==> src/pkg/tmc_consts.svh <==
// constants for the timer control block: register offsets, fields, reset values, divider counts
// assumes a classic wishbone slave with 32-bit data and word-aligned offsets
//
// Function
// RULE1 - low-byte irq enable plus timer irq enable: interrupt on each low-byte overflow
// RULE2 - capture enabled: copy 16-bit count into reload bytes on comparator rising edge
// RULE3 - with timer irq enabled, every capture event also requests an interrupt
// RULE4 - split select 0 gives one 16-bit reload timer, 1 gives two 8-bit ones
// RULE5 - run bit enables counting; in split mode only high byte gated, low always counts
// RULE6 - control bit 1 reads zero and writes to it are ignored
// RULE7 - external select 0: system clock/12; 1: synchronized external clock/8
// RULE8 - in split mode external select serves both bytes; per-byte system_clock select overrides
// RULE9 - high flag sets on high byte FF to 00; low flag on low byte FF to 00
// RULE10 - hardware never clears overflow flags; software clears them by writing
// RULE11 - each overflow reloads the overflowing counter or byte from its reload register
`ifndef TMC_CONSTS_SVH
`define TMC_CONSTS_SVH
// ==========================================
// register offsets (byte addresses)
`define TMC_OFS_CTRL 4'h0
`define TMC_OFS_CLKCTL 4'h4
`define TMC_OFS_COUNT 4'h8
`define TMC_OFS_RELOAD 4'hC
// ==========================================
// control register fields
`define TMC_B_XCLK 0
`define TMC_B_UNUSED 1
`define TMC_B_RUN 2
`define TMC_B_SPLIT 3
`define TMC_B_CAPEN 4
`define TMC_B_LIEN 5
`define TMC_B_LFLAG 6
`define TMC_B_HFLAG 7
`define TMC_CTRL_WMASK 8'hFD
`define TMC_CTRL_RST 8'h00
// clock-control fields: bit 0 low byte system_clock select, bit 1 high byte
`define TMC_B_LSYS 0
`define TMC_B_HSYS 1
`define TMC_CLKCTL_RST 2'h0
`define TMC_COUNT_RST 16'h0000
`define TMC_RELOAD_RST 16'h0000
// ==========================================
// prescaler counts
`define TMC_DIV_SYS 12
`define TMC_DIV_EXT 8
`define TMC_BYTE_MAX 8'hFF
`endif

==> src/pkg/tmc_pkg.sv <==
// types for the timer control block
// assumes tmc_consts.svh is included by the design files
package tmc_pkg;
   // ==========================================
   // control register image
   typedef struct packed {
      logic high_overflow_flag;
      logic low_overflow_flag;
      logic low_byte_irq_enable;
      logic comparator_capture_enable;
      logic split_mode_select;
      logic run_control;
      logic unused;
      logic external_clock_select;
   } tmc_ctrl_t;
   // per-byte tick enables
   typedef struct packed {
      logic high;
      logic low;
   } tmc_tick_t;
endpackage

==> src/hw/tmc_tick_gen.sv <==
// tick generator: system clock /12 and synchronized external clock /8
// assumes ext_clk_i is synchronous to clk_i already (sampled as a level)
`timescale 1ns/1ps
`include "tmc_consts.svh"
module tmc_tick_gen (
   input wire logic clk_i,
   input wire logic rst_i,
   input wire logic ext_clk_i,
   input wire logic ext_sel_i,
   input wire logic [1:0] sys_sel_i,
   output tmc_pkg::tmc_tick_t tick_o
);
   logic [3:0] sys_cnt_q;
   logic [2:0] ext_cnt_q;
   logic ext_prev_q;
   logic sys_tick;
   logic ext_tick;
   logic rise;
   // ==========================================
   // prescalers
   assign sys_tick = (sys_cnt_q == 4'(`TMC_DIV_SYS - 1));
   assign rise = ext_clk_i & ~ext_prev_q;
   assign ext_tick = rise && (ext_cnt_q == 3'(`TMC_DIV_EXT - 1));
   always_ff @(posedge clk_i) begin
      if (rst_i) begin
         sys_cnt_q <= 4'h0;
      end else if (sys_tick) begin
         sys_cnt_q <= 4'h0;
      end else begin
         sys_cnt_q <= sys_cnt_q + 4'h1;
      end
   end
   // external edges counted in the system domain, so max external rate is half of clk
   always_ff @(posedge clk_i) begin
      if (rst_i) begin
         ext_prev_q <= 1'b0;
         ext_cnt_q <= 3'h0;
      end else begin
         ext_prev_q <= ext_clk_i;
         if (rise) begin
            ext_cnt_q <= ext_cnt_q + 3'h1;
         end
      end
   end
   // per-byte select: system_clock select overrides, else external or system_clock/12
   always_comb begin
      tick_o.low = sys_sel_i[`TMC_B_LSYS] ? 1'b1 : (ext_sel_i ? ext_tick : sys_tick); // see RULE7 see RULE8
      tick_o.high = sys_sel_i[`TMC_B_HSYS] ? 1'b1 : (ext_sel_i ? ext_tick : sys_tick); // see RULE8
   end
endmodule // tmc_tick_gen

==> src/hw/tmc_timer.sv <==
// timer with control register, split/16-bit auto-reload and comparator capture
// assumes a classic wishbone master, cmp_i and ext_clk_i synchronous to clk_i
`timescale 1ns/1ps
`include "tmc_consts.svh"
module tmc_timer (
   input wire logic clk_i,
   input wire logic rst_i,
   input wire logic wb_cyc_i,
   input wire logic wb_stb_i,
   input wire logic wb_we_i,
   input wire logic [3:0] wb_adr_i,
   input wire logic [3:0] wb_sel_i,
   input wire logic [31:0] wb_dat_i,
   output logic [31:0] wb_dat_o,
   output logic wb_ack_o,
   input wire logic ext_clk_i,
   input wire logic comparator_output_i,
   input wire logic timer_irq_enable_i,
   output logic timer_irq_o
);
   tmc_pkg::tmc_ctrl_t ctrl_q;
   logic [1:0] clkctl_q;
   logic [7:0] count_low_byte_q;
   logic [7:0] count_high_byte_q;
   logic [7:0] reload_low_byte_q;
   logic [7:0] reload_high_byte_q;
   logic cmp_prev_q;
   tmc_pkg::tmc_tick_t tick;
   logic req;
   logic wr;
   logic lo_en;
   logic hi_en;
   logic lo_ovf;
   logic hi_ovf;
   logic capture;
   logic [31:0] rdata;

   tmc_tick_gen u_tick (
      .clk_i(clk_i),
      .rst_i(rst_i),
      .ext_clk_i(ext_clk_i),
      .ext_sel_i(ctrl_q.external_clock_select),
      .sys_sel_i(clkctl_q),
      .tick_o(tick)
   );

   // ==========================================
   // bus decode
   function automatic logic hit(input logic [3:0] a, input logic [3:0] ofs);
      hit = (a == ofs);
   endfunction
   assign req = wb_cyc_i & wb_stb_i & ~wb_ack_o;
   assign wr = req & wb_we_i & wb_sel_i[0];

   // ==========================================
   // counting
   // 16-bit mode: high byte advances only on low-byte wrap, on the low byte's tick
   always_comb begin
      if (ctrl_q.split_mode_select) begin // see RULE4
         lo_en = tick.low; // see RULE5
         hi_en = tick.high & ctrl_q.run_control; // see RULE5
      end else begin
         lo_en = tick.low & ctrl_q.run_control; // see RULE5
         hi_en = lo_en & (count_low_byte_q == `TMC_BYTE_MAX);
      end
   end
   assign lo_ovf = lo_en & (count_low_byte_q == `TMC_BYTE_MAX); // see RULE9
   assign hi_ovf = hi_en & (count_high_byte_q == `TMC_BYTE_MAX); // see RULE9
   assign capture = ctrl_q.comparator_capture_enable & comparator_output_i & ~cmp_prev_q;

   always_ff @(posedge clk_i) begin
      if (rst_i) begin
         count_low_byte_q <= 8'(`TMC_COUNT_RST);
         count_high_byte_q <= 8'(`TMC_COUNT_RST >> 8);
      end else if (wr && hit(wb_adr_i, `TMC_OFS_COUNT)) begin
         count_low_byte_q <= wb_dat_i[7:0];
         count_high_byte_q <= wb_sel_i[1] ? wb_dat_i[15:8] : count_high_byte_q;
      end else begin
         // 16-bit mode reloads both bytes only on a full wrap
         if (ctrl_q.split_mode_select) begin
            if (lo_ovf) count_low_byte_q <= reload_low_byte_q; // see RULE11
            else if (lo_en) count_low_byte_q <= count_low_byte_q + 8'h01;
            if (hi_ovf) count_high_byte_q <= reload_high_byte_q; // see RULE11
            else if (hi_en) count_high_byte_q <= count_high_byte_q + 8'h01;
         end else if (hi_ovf) begin
            count_low_byte_q <= reload_low_byte_q; // see RULE11
            count_high_byte_q <= reload_high_byte_q; // see RULE11
         end else if (lo_en) begin
            count_low_byte_q <= count_low_byte_q + 8'h01;
            if (hi_en) count_high_byte_q <= count_high_byte_q + 8'h01;
         end
      end
   end

   // ==========================================
   // reload registers and capture
   always_ff @(posedge clk_i) begin
      if (rst_i) begin
         reload_low_byte_q <= 8'h00;
         reload_high_byte_q <= 8'h00;
         cmp_prev_q <= 1'b0;
      end else begin
         cmp_prev_q <= comparator_output_i;
         if (capture) begin
            reload_low_byte_q <= count_low_byte_q; // see RULE2
            reload_high_byte_q <= count_high_byte_q; // see RULE2
         end else if (wr && hit(wb_adr_i, `TMC_OFS_RELOAD)) begin
            reload_low_byte_q <= wb_dat_i[7:0];
            if (wb_sel_i[1]) reload_high_byte_q <= wb_dat_i[15:8];
         end
      end
   end

   // ==========================================
   // control and clock-control registers
   always_ff @(posedge clk_i) begin
      if (rst_i) begin
         ctrl_q <= `TMC_CTRL_RST;
         clkctl_q <= `TMC_CLKCTL_RST;
      end else begin
         if (wr && hit(wb_adr_i, `TMC_OFS_CTRL)) begin
            ctrl_q <= wb_dat_i[7:0] & `TMC_CTRL_WMASK; // see RULE6
         end
         // hardware only sets; a set in the cycle of a software clear wins
         if (hi_ovf) ctrl_q.high_overflow_flag <= 1'b1; // see RULE9 see RULE10
         if (lo_ovf) ctrl_q.low_overflow_flag <= 1'b1; // see RULE9 see RULE10
         if (wr && hit(wb_adr_i, `TMC_OFS_CLKCTL)) begin
            clkctl_q <= wb_dat_i[1:0];
         end
      end
   end

   // ==========================================
   // interrupt request: one-cycle pulse per cycle with an enabled event, registered
   always_ff @(posedge clk_i) begin
      if (rst_i) begin
         timer_irq_o <= 1'b0;
      end else begin
         timer_irq_o <= timer_irq_enable_i &
            (hi_ovf | (lo_ovf & ctrl_q.low_byte_irq_enable) | capture); // see RULE1 see RULE3
      end
   end

   // ==========================================
   // read mux and ack; unmapped offsets read zero and still ack
   always_comb begin
      rdata = 32'h0000_0000;
      if (hit(wb_adr_i, `TMC_OFS_CTRL)) rdata[7:0] = ctrl_q & `TMC_CTRL_WMASK; // see RULE6
      if (hit(wb_adr_i, `TMC_OFS_CLKCTL)) rdata[1:0] = clkctl_q;
      if (hit(wb_adr_i, `TMC_OFS_COUNT)) rdata[15:0] = {count_high_byte_q, count_low_byte_q};
      if (hit(wb_adr_i, `TMC_OFS_RELOAD)) rdata[15:0] = {reload_high_byte_q, reload_low_byte_q};
   end
   always_ff @(posedge clk_i) begin
      if (rst_i) begin
         wb_ack_o <= 1'b0;
         wb_dat_o <= 32'h0000_0000;
      end else begin
         wb_ack_o <= req;
         wb_dat_o <= req ? rdata : 32'h0000_0000;
      end
   end
endmodule // tmc_timer

==> config.mk <==
export PLATFORM = sky130hd
export DESIGN_NAME = tmc_timer
export DESIGN_NICKNAME = d
export VERILOG_FILES = /design/src/pkg/tmc_pkg.sv /design/src/hw/tmc_tick_gen.sv /design/src/hw/tmc_timer.sv
export VERILOG_INCLUDE_DIRS = /design/src /design/src/pkg
export SDC_FILE = /design/constraint.sdc
export NUM_CORES = 1
export LEC_CHECK = 0
export BUFFER_PORTS_ARGS = -buffer_cell sky130_fd_sc_hd__buf_2
export CORE_MARGIN = 1.5
export CORE_UTILIZATION = 54
export CTS_CLUSTER_DIAMETER = 80
export DETAILED_ROUTE_END_ITERATION = 10
export PLACE_DENSITY_LB_ADDON = 0.12
export SKIP_LAST_GASP = 1
export SYNTH_ARGS = -nofsm -noshare
export SYNTH_HDL_FRONTEND = slang
export SYNTH_SLANG_ARGS = --single-unit
==> constraint.sdc <==
create_clock -name clk_i -period 2.63 [get_ports clk_i]
set_input_delay 0.526 -clock clk_i [delete_from_list [all_inputs] [get_ports clk_i]]
set_output_delay 0.526 -clock clk_i [all_outputs]
set_load 0.1 [all_outputs]
Yosys cells after proc, flatten, opt, wreduce, memory -nomap -nowiden
Index checks and enable logic that the tools add are counted.
{"block": "word_totals", "register_bits": 84, "latch_bits": 0, "ramBits": 0, "romBits": 0, "input_bits": 48, "out_inout_bits": 34, "word_cells": 95, "memories": 0}
{"block": "op_classes", "add_sub_neg": 4, "multipliers": 0, "div": 0, "n_lt_le_gt_ge": 0, "eq_ne": 8, "shift": 0, "n_mux": 28, "n_bitwise": 20, "reduce_logical": 15}
{"operator": "$mux 8", "n": 18}
{"operator": "$mux 16", "n": 2}
{"operator": "$add 8x1->8 const B", "n": 2}
{"operator": "$eq 8x8->1 const B", "n": 2}
{"operator": "$and 1x1->1", "n": 14}
{"operator": "$eq 4x4->1 const B", "n": 3}
{"operator": "$reduce_bool 2->1", "n": 4}
{"operator": "$mux 1", "n": 7}
{"operator": "$logic_and 1x1->1", "n": 5}
{"operator": "$add 4x1->4 const B", "n": 1}
{"operator": "$eq 4x3->1 const B", "n": 1}
{"operator": "$logic_not 4->1", "n": 1}
{"operator": "$not 1->1", "n": 4}
{"operator": "$reduce_and 2->1", "n": 2}
{"operator": "$reduce_bool 4->1", "n": 1}
{"operator": "$reduce_or 2->1", "n": 2}
{"operator": "$add 3x1->3 const B", "n": 1}
{"operator": "$eq 3x3->1 const B", "n": 1}
{"operator": "$mux 2", "n": 1}
{"operator": "$ne 2x2->1 const B", "n": 1}
{"operator": "$or 1x1->1", "n": 2}

Logic depth before layout (Yosys ltp)
{"block": "depth", "ltp_word": 13, "ltp_mapped": 8, "mapped_depth_nobuf": 7}

Hierarchy
From an unflattened synthesis, not the netlist that was laid out.
{"block": "unflattened", "cells_unflattened": 384, "hier_area_um2": 3555.9}
{"mod": "tmc_timer", "instances": 1, "cells_each": 350, "area_each_um2": 3204.3, "seq_area_each_um2": 1201.2}
{"mod": "tmc_tick_gen", "instances": 1, "cells_each": 34, "area_each_um2": 351.6, "seq_area_each_um2": 160.2}

Worst setup path before layout
OpenSTA, ideal clock, no wires.
{"block": "synth_path", "kind": "reg2reg", "from": "register wb_ack_o", "to": "register count_high_byte_q[6]", "setup_ns": 0.120, "arrival_time_ns": 2.223, "required_ns": 2.510, "setup_slack_ns": 0.288, "path_stages_with_launch": 7, "path_buffers": 2, "period_less_slack_ns": 2.342, "path_cell_list": "dfxtp_1 -> nand3b_2 -> or3_1 -> buf_2 -> o32a_1 -> buf_6 -> o31a_1"}
{"block": "synth_via", "elab_chain_len": 7, "elab_cells_between_ends": 9, "classes_between": "1 x eq/ne; 1 x mux; 4 x bitwise; 3 x reduce/logical"}
{"item": "start: declaration", "line": "tmc_timer.sv:15", "text": "output logic wb_ack_o,"}
{"item": "start signal: assignment", "line": "tmc_timer.sv:158", "text": "wb_ack_o <= req;"}
{"item": "$not 1->1 (*)", "line": "tmc_timer.sv:52", "text": "assign req = wb_cyc_i & wb_stb_i & ~wb_ack_o;"}
{"item": "$and 1x1->1 (*)", "line": "tmc_timer.sv:52"}
{"item": "$and 1x1->1 (*) (2 in a row)", "line": "tmc_timer.sv:53", "text": "assign wr = req & wb_we_i & wb_sel_i[0];"}
{"item": "$logic_and 1x1->1 (*)", "line": "tmc_timer.sv:75", "text": "end else if (wr && hit(wb_adr_i, `TMC_OFS_COUNT)) begin"}
{"item": "$reduce_bool 4->1 (no source line) / $ne 2x2->1 (equally long branches)"}
{"item": "$reduce_and 2->1 (no source line)"}
{"item": "end signal: assignment", "line": "tmc_timer.sv:74", "text": "count_high_byte_q <= 8'(`TMC_COUNT_RST >> 8);"}
{"item": "end signal: assignment", "line": "tmc_timer.sv:77", "text": "count_high_byte_q <= wb_sel_i[1] ? wb_dat_i[15:8] : count_high_byte_q;"}
{"item": "end signal: assignment", "line": "tmc_timer.sv:83", "text": "if (hi_ovf) count_high_byte_q <= reload_high_byte_q;"}
{"item": "end: declaration", "line": "tmc_timer.sv:24", "text": "logic [7:0] count_high_byte_q;"}
Mark *: on every way between the ends. The rest lies on a longest branch, timed or not.
A chain may end at the register's enable or synchronous reset.

Worst setup path in the final report
{"block": "layout_path", "from": "register u_tick.ext_cnt_q[0]", "to": "register count_high_byte_q[2]"}
{"block": "layout_via", "elab_chain_len": 12, "elab_cells_between_ends": 19, "classes_between": "1 x eq/ne; 11 x mux; 4 x bitwise; 3 x reduce/logical"}
{"item": "start: declaration", "line": "tmc_tick_gen.sv:14", "text": "logic [2:0] ext_cnt_q;"}
{"item": "start signal: assignment", "line": "tmc_tick_gen.sv:41", "text": "ext_cnt_q <= ext_cnt_q + 3'h1;"}
{"item": "$eq 3x3->1 (*)", "line": "tmc_tick_gen.sv:23", "text": "assign ext_tick = rise && (ext_cnt_q == 3'(`TMC_DIV_EXT - 1));"}
{"item": "$logic_and 1x1->1 (*)", "line": "tmc_tick_gen.sv:23"}
{"item": "$mux 1 (*)", "line": "tmc_tick_gen.sv:47, tmc_tick_gen.sv:48"}
{"item": "$mux 1", "line": "tmc_tick_gen.sv:47", "text": "tick_o.low = sys_sel_i[`TMC_B_LSYS] ? 1'b1 : (ext_sel_i ? ext_tick : sys_tick);"}
{"item": "$and 1x1->1", "line": "tmc_timer.sv:63", "text": "lo_en = tick.low & ctrl_q.run_control;"}
{"item": "$and 1x1->1", "line": "tmc_timer.sv:64", "text": "hi_en = lo_en & (count_low_byte_q == `TMC_BYTE_MAX);"}
{"item": "$mux 1", "line": "tmc_timer.sv:59", "text": "if (ctrl_q.split_mode_select) begin"}
{"item": "$mux 8 (2 in a row)"}
{"item": "$mux 8", "line": "tmc_timer.sv:85", "text": "end else if (hi_ovf) begin"}
{"item": "$mux 8", "line": "tmc_timer.sv:80", "text": "if (ctrl_q.split_mode_select) begin"}
{"item": "$mux 8", "line": "tmc_timer.sv:75"}
{"item": "end signal: assignment", "line": "tmc_timer.sv:74"}
{"item": "end signal: assignment", "line": "tmc_timer.sv:77"}
{"item": "end signal: assignment", "line": "tmc_timer.sv:87", "text": "count_high_byte_q <= reload_high_byte_q;"}
Mark *: on every way between the ends. The rest lies on a longest branch, timed or not. The select of a mux whose other input is x is not followed.

==> impl_metrics.toml <==
[worst_hold_path]
min_from = "timer_irq_enable_i"
min_path_type = "in2reg"
min_to = "timer_irq_o"
min_path_cells = 3

[detailed_routing]
drtIter0Drc = 200
wl_um = 8581
ant_nets = 0
route.detailed.drc = 5
route.vias.total = 3086
wl_per_cell_um = 16.01
viasPerCell = 5.757
first_pass_iters = 7

[floorplanning]
die_area_mm2 = 0.007323
die_w_um = 85.58
rows = 29
start_util_pct = 57.01
core_region_area_mm2 = 0.006459
io_pins = 82
die_h_um = 85.58

[synth]
synth-seq-cells = 68
synth_area_leader_cell = "dfxtp_1"
synth-edff-count = 0
yosys_warnings = 0
synthCells = 409
syn-cell-area_mm2 = 0.003682
synth-async-reset-ratio_pct = 0
netlist_top_cells_area = "dfxtp_1, mux2i_1, nor2_1"
synth_ff_type = "dfxtp_1"
synth_top_area_share_pct = 36.97
syn-mean-instance-area_um2 = 9.003
yosysMostFrequentCell = "nor2_1"
yosys-top-cells-count = "nor2_1, dfxtp_1, mux2i_1"
synth_cell_types = 64
synth-seq-area-share_pct = 36.97

[setup_path]
worstRegToRegCells = 7
r2r-start = "u_tick.ext_cnt_q[0]"
r2r_slack_ns = 0.28
crit_path_max_fanout = 11
worst_setup_path_end_kind = "flop"
worstPathCellList = "ha_1, ha_1, and4b_1, nor3_2, o32a_1, a21oi_1, a221oi_2"
crit_required_ns = 2.89
startpoint_type = "flop"
slowest_stage = "o32a_1"
reg2reg_to = "count_high_byte_q[2]"
crit_top_cell = "ha_1"
crit_family = "compound AO/OA/AOI/OAI gates"
cp_slowest_stage_delay_ns = 0.58
crit_buf_inv = 0
crit_arrival_ns = 2.61
path_class = "reg2reg"

[run_status]
violations = "design-rule violations"
status = "finished with violations"

[placement]
place.gp.congestion = 0.8574
hpwl_um = 5897
io_buffers = 47

[pwr]
p_leak_nw = 1.676
vdd_drop_max_v = 0.0003012
power_mw = 2.211
p_per_area_mw_per_mm2 = 533.3

[clock_tree]
postCtsSetupBuffers = 0
cts_made_buffers = 9
cts_resized = 0
cts_buffer_depth = 2
cts_max_level = 3
cts_hold_buf = 0
clkTransAtPathRegs_ns = 0.07
cts.sinks = 68
cts_root_buf = "clkbuf_8"
clock_latency_ns = 0.34
cts_tree = "yes"

[timing]
tightestPinTransition_ns = 0.6052
slew_headroom_pct = 59.34
rsz0062_at_grt = "false"
drv_slew = 0
fin_crit_sh_pct = 89.31
hold_viol = 0
clock_skew_ns = 0.008705
period_minus_slack_ns = 2.349
tns_ns = 0
fmaxAchievable_mhz = 425.7
setup_viol = 0
whs_ns = 0.4061

[global_route]
grt_pass1_wl_um = 14260
grt_pass1_vias = 2881
overflow = 0
antenna_found_initial = 0
grt_max_degree = 55
grt_usage_pct = 24.90

[finish]
syn2layout_area_growth_pct = 12.57
n_fill_cell = 567
antenna_cells = 0
fin_nets = 507
drive_above_1_share_pct = 21.35

[flow_run]
max_cap_viol_count = 0
==> layer usage <==
metal | vias to the layer above | global-route usage (%) | share of wire [%]
li1 | 1532 | - | -
met5 | - | 0 | 0
met4 | 0 | 9.824 | 1.7
met2 | 91 | 38.08 | 46
met1 | 1449 | 35.13 | 47
met3 | 14 | 4.235 | 5.1
==> cells in the final DEF, fill, tap and decap left out, types with 2 or more instances in the layout <==
| cell | Yosys | final |
|---|---|---|
| nand2_1 | 15 | 15 |
| a21oi_1 | 18 | 18 |
| a221oi_2 | 3 | 3 |
| nor3_1 | 7 | 7 |
| a31oi_1 | 3 | 3 |
| xnor2_1 | 12 | 12 |
| a211oi_1 | 15 | 15 |
| and3_4 | 2 | 2 |
| nand3_1 | 12 | 12 |
| nor3_2 | 3 | 3 |
| or3_1 | 5 | 5 |
| inv_1 | 12 | 12 |
| a311oi_1 | 5 | 5 |
| o21ai_0 | 4 | 4 |
| conb_1 | 1 | 16 |
| and2_1 | 3 | 3 |
| a211oi_2 | 2 | 2 |
| dfxtp_1 | 68 | 68 |
| o22a_1 | 6 | 6 |
| clkbuf_8 | 0 | 13 |
| buf_2 | 5 | 47 |
| ha_1 | 5 | 5 |
| o31ai_1 | 4 | 4 |
| nand3b_1 | 6 | 6 |
| nor2_1 | 72 | 72 |
| a21o_1 | 3 | 3 |
| nand4_1 | 2 | 2 |
| nor2b_1 | 6 | 6 |
| nand2b_1 | 2 | 2 |
| o21bai_1 | 2 | 2 |
| nor4_1 | 4 | 4 |
| mux2i_1 | 37 | 37 |
| buf_4 | 17 | 12 |
| a41o_1 | 2 | 2 |
| and4_4 | 2 | 2 |
==> sequential cells by signal (all words and copies together), names as in the netlist <==
name / count
wb_dat_o: 16
count_high_byte_q: 8
count_low_byte_q: 8
reload_high_byte_q: 8
reload_low_byte_q: 8
ctrl_q: 7
u_tick.sys_cnt_q: 4
u_tick.ext_cnt_q: 3
clkctl_q: 2
cmp_prev_q: 1
timer_irq_o: 1
u_tick.ext_prev_q: 1
wb_ack_o: 1
==> area by class of cell <==
type | instances | area (um2) | share of cell area, %
Sequential cell | 68 | 1361 | 32.84
Timing Repair Buffer | 59 | 325.3 | 7.848
Multi-Input combinational cell | 304 | 2096 | 50.56
Clock buffer | 13 | 178.9 | 4.316
Clock inverter | 3 | 42.54 | 1.026
Inverter | 12 | 45.04 | 1.087
Tap cell | 77 | 96.34 | 2.324
==> worst reg2reg max path: cells and delay by family (launching register included) <==
kind | cells | cell delay [ns]
fa+ha+maj | 2 | 0.37
simple gates | 2 | 0.64
compound gates | 3 | 0.95
flops | 1 | 0.32
==> metrics by stage <==
| stage | worst slack (ns) | instances | instance area [um2] | util (%) |
|---|---|---|---|---|
| 2_1_floorplan | 0.2875 | 424 | 3739 | - |
| 3_3_place_gp | 0.2845 | 520 | 3924 | 60.75 |
| 3_5_place_dp | 0.2861 | 520 | 3924 | 60.75 |
| 4_1_cts | 0.2628 | 536 | 4145 | 64.18 |
| 5_1_grt | 0.09667 | 536 | 4145 | 64.18 |
| 6_report | 0.2811 | 536 | 4145 | 64.18 |
==> cells by family (layout without fill, tap and decap cells) <==
logic type                 after synthesis  in the layout  synth area share, %
AOI/OAI and AO/OA                       79             79                17.74
xor gates and xnor gates                12             12                2.854
adders and majority gates                5              5                1.699
buffers and inverters                   52             87                7.645
DFF                                     68             68                36.97
muxes                                   39             39                10.98
other                                    1             16               0.1018
and+or+nand+nor                        153            153                22.02
==> power breakdown <==
part | leakage, nW | internal, mW | total (mW) | switching [mW]
Sequential | 0.549 | 1.04 | 1.05 | 0.00716
Combinational | 1.02 | 0.0526 | 0.233 | 0.180
Clock | 0.112 | 0.540 | 0.930 | 0.390
==> how the worst max path moves through the flow <==
stage               cells past startpoint  slack, ns              endpoint                start
finish                                  7       0.28  count_high_byte_q[2]  u_tick.ext_cnt_q[0]
global route                            7        0.1  count_high_byte_q[3]  u_tick.ext_cnt_q[0]
CTS                                     7       0.26  count_high_byte_q[3]  u_tick.ext_cnt_q[0]
detailed placement                      7       0.29  count_high_byte_q[3]  u_tick.ext_cnt_q[0]
global placement                        7       0.28  count_high_byte_q[2]  u_tick.ext_cnt_q[0]
floorplan                               6       0.29  count_high_byte_q[6]             wb_ack_o
Note: power is estimated with default switching activity, not from simulation.
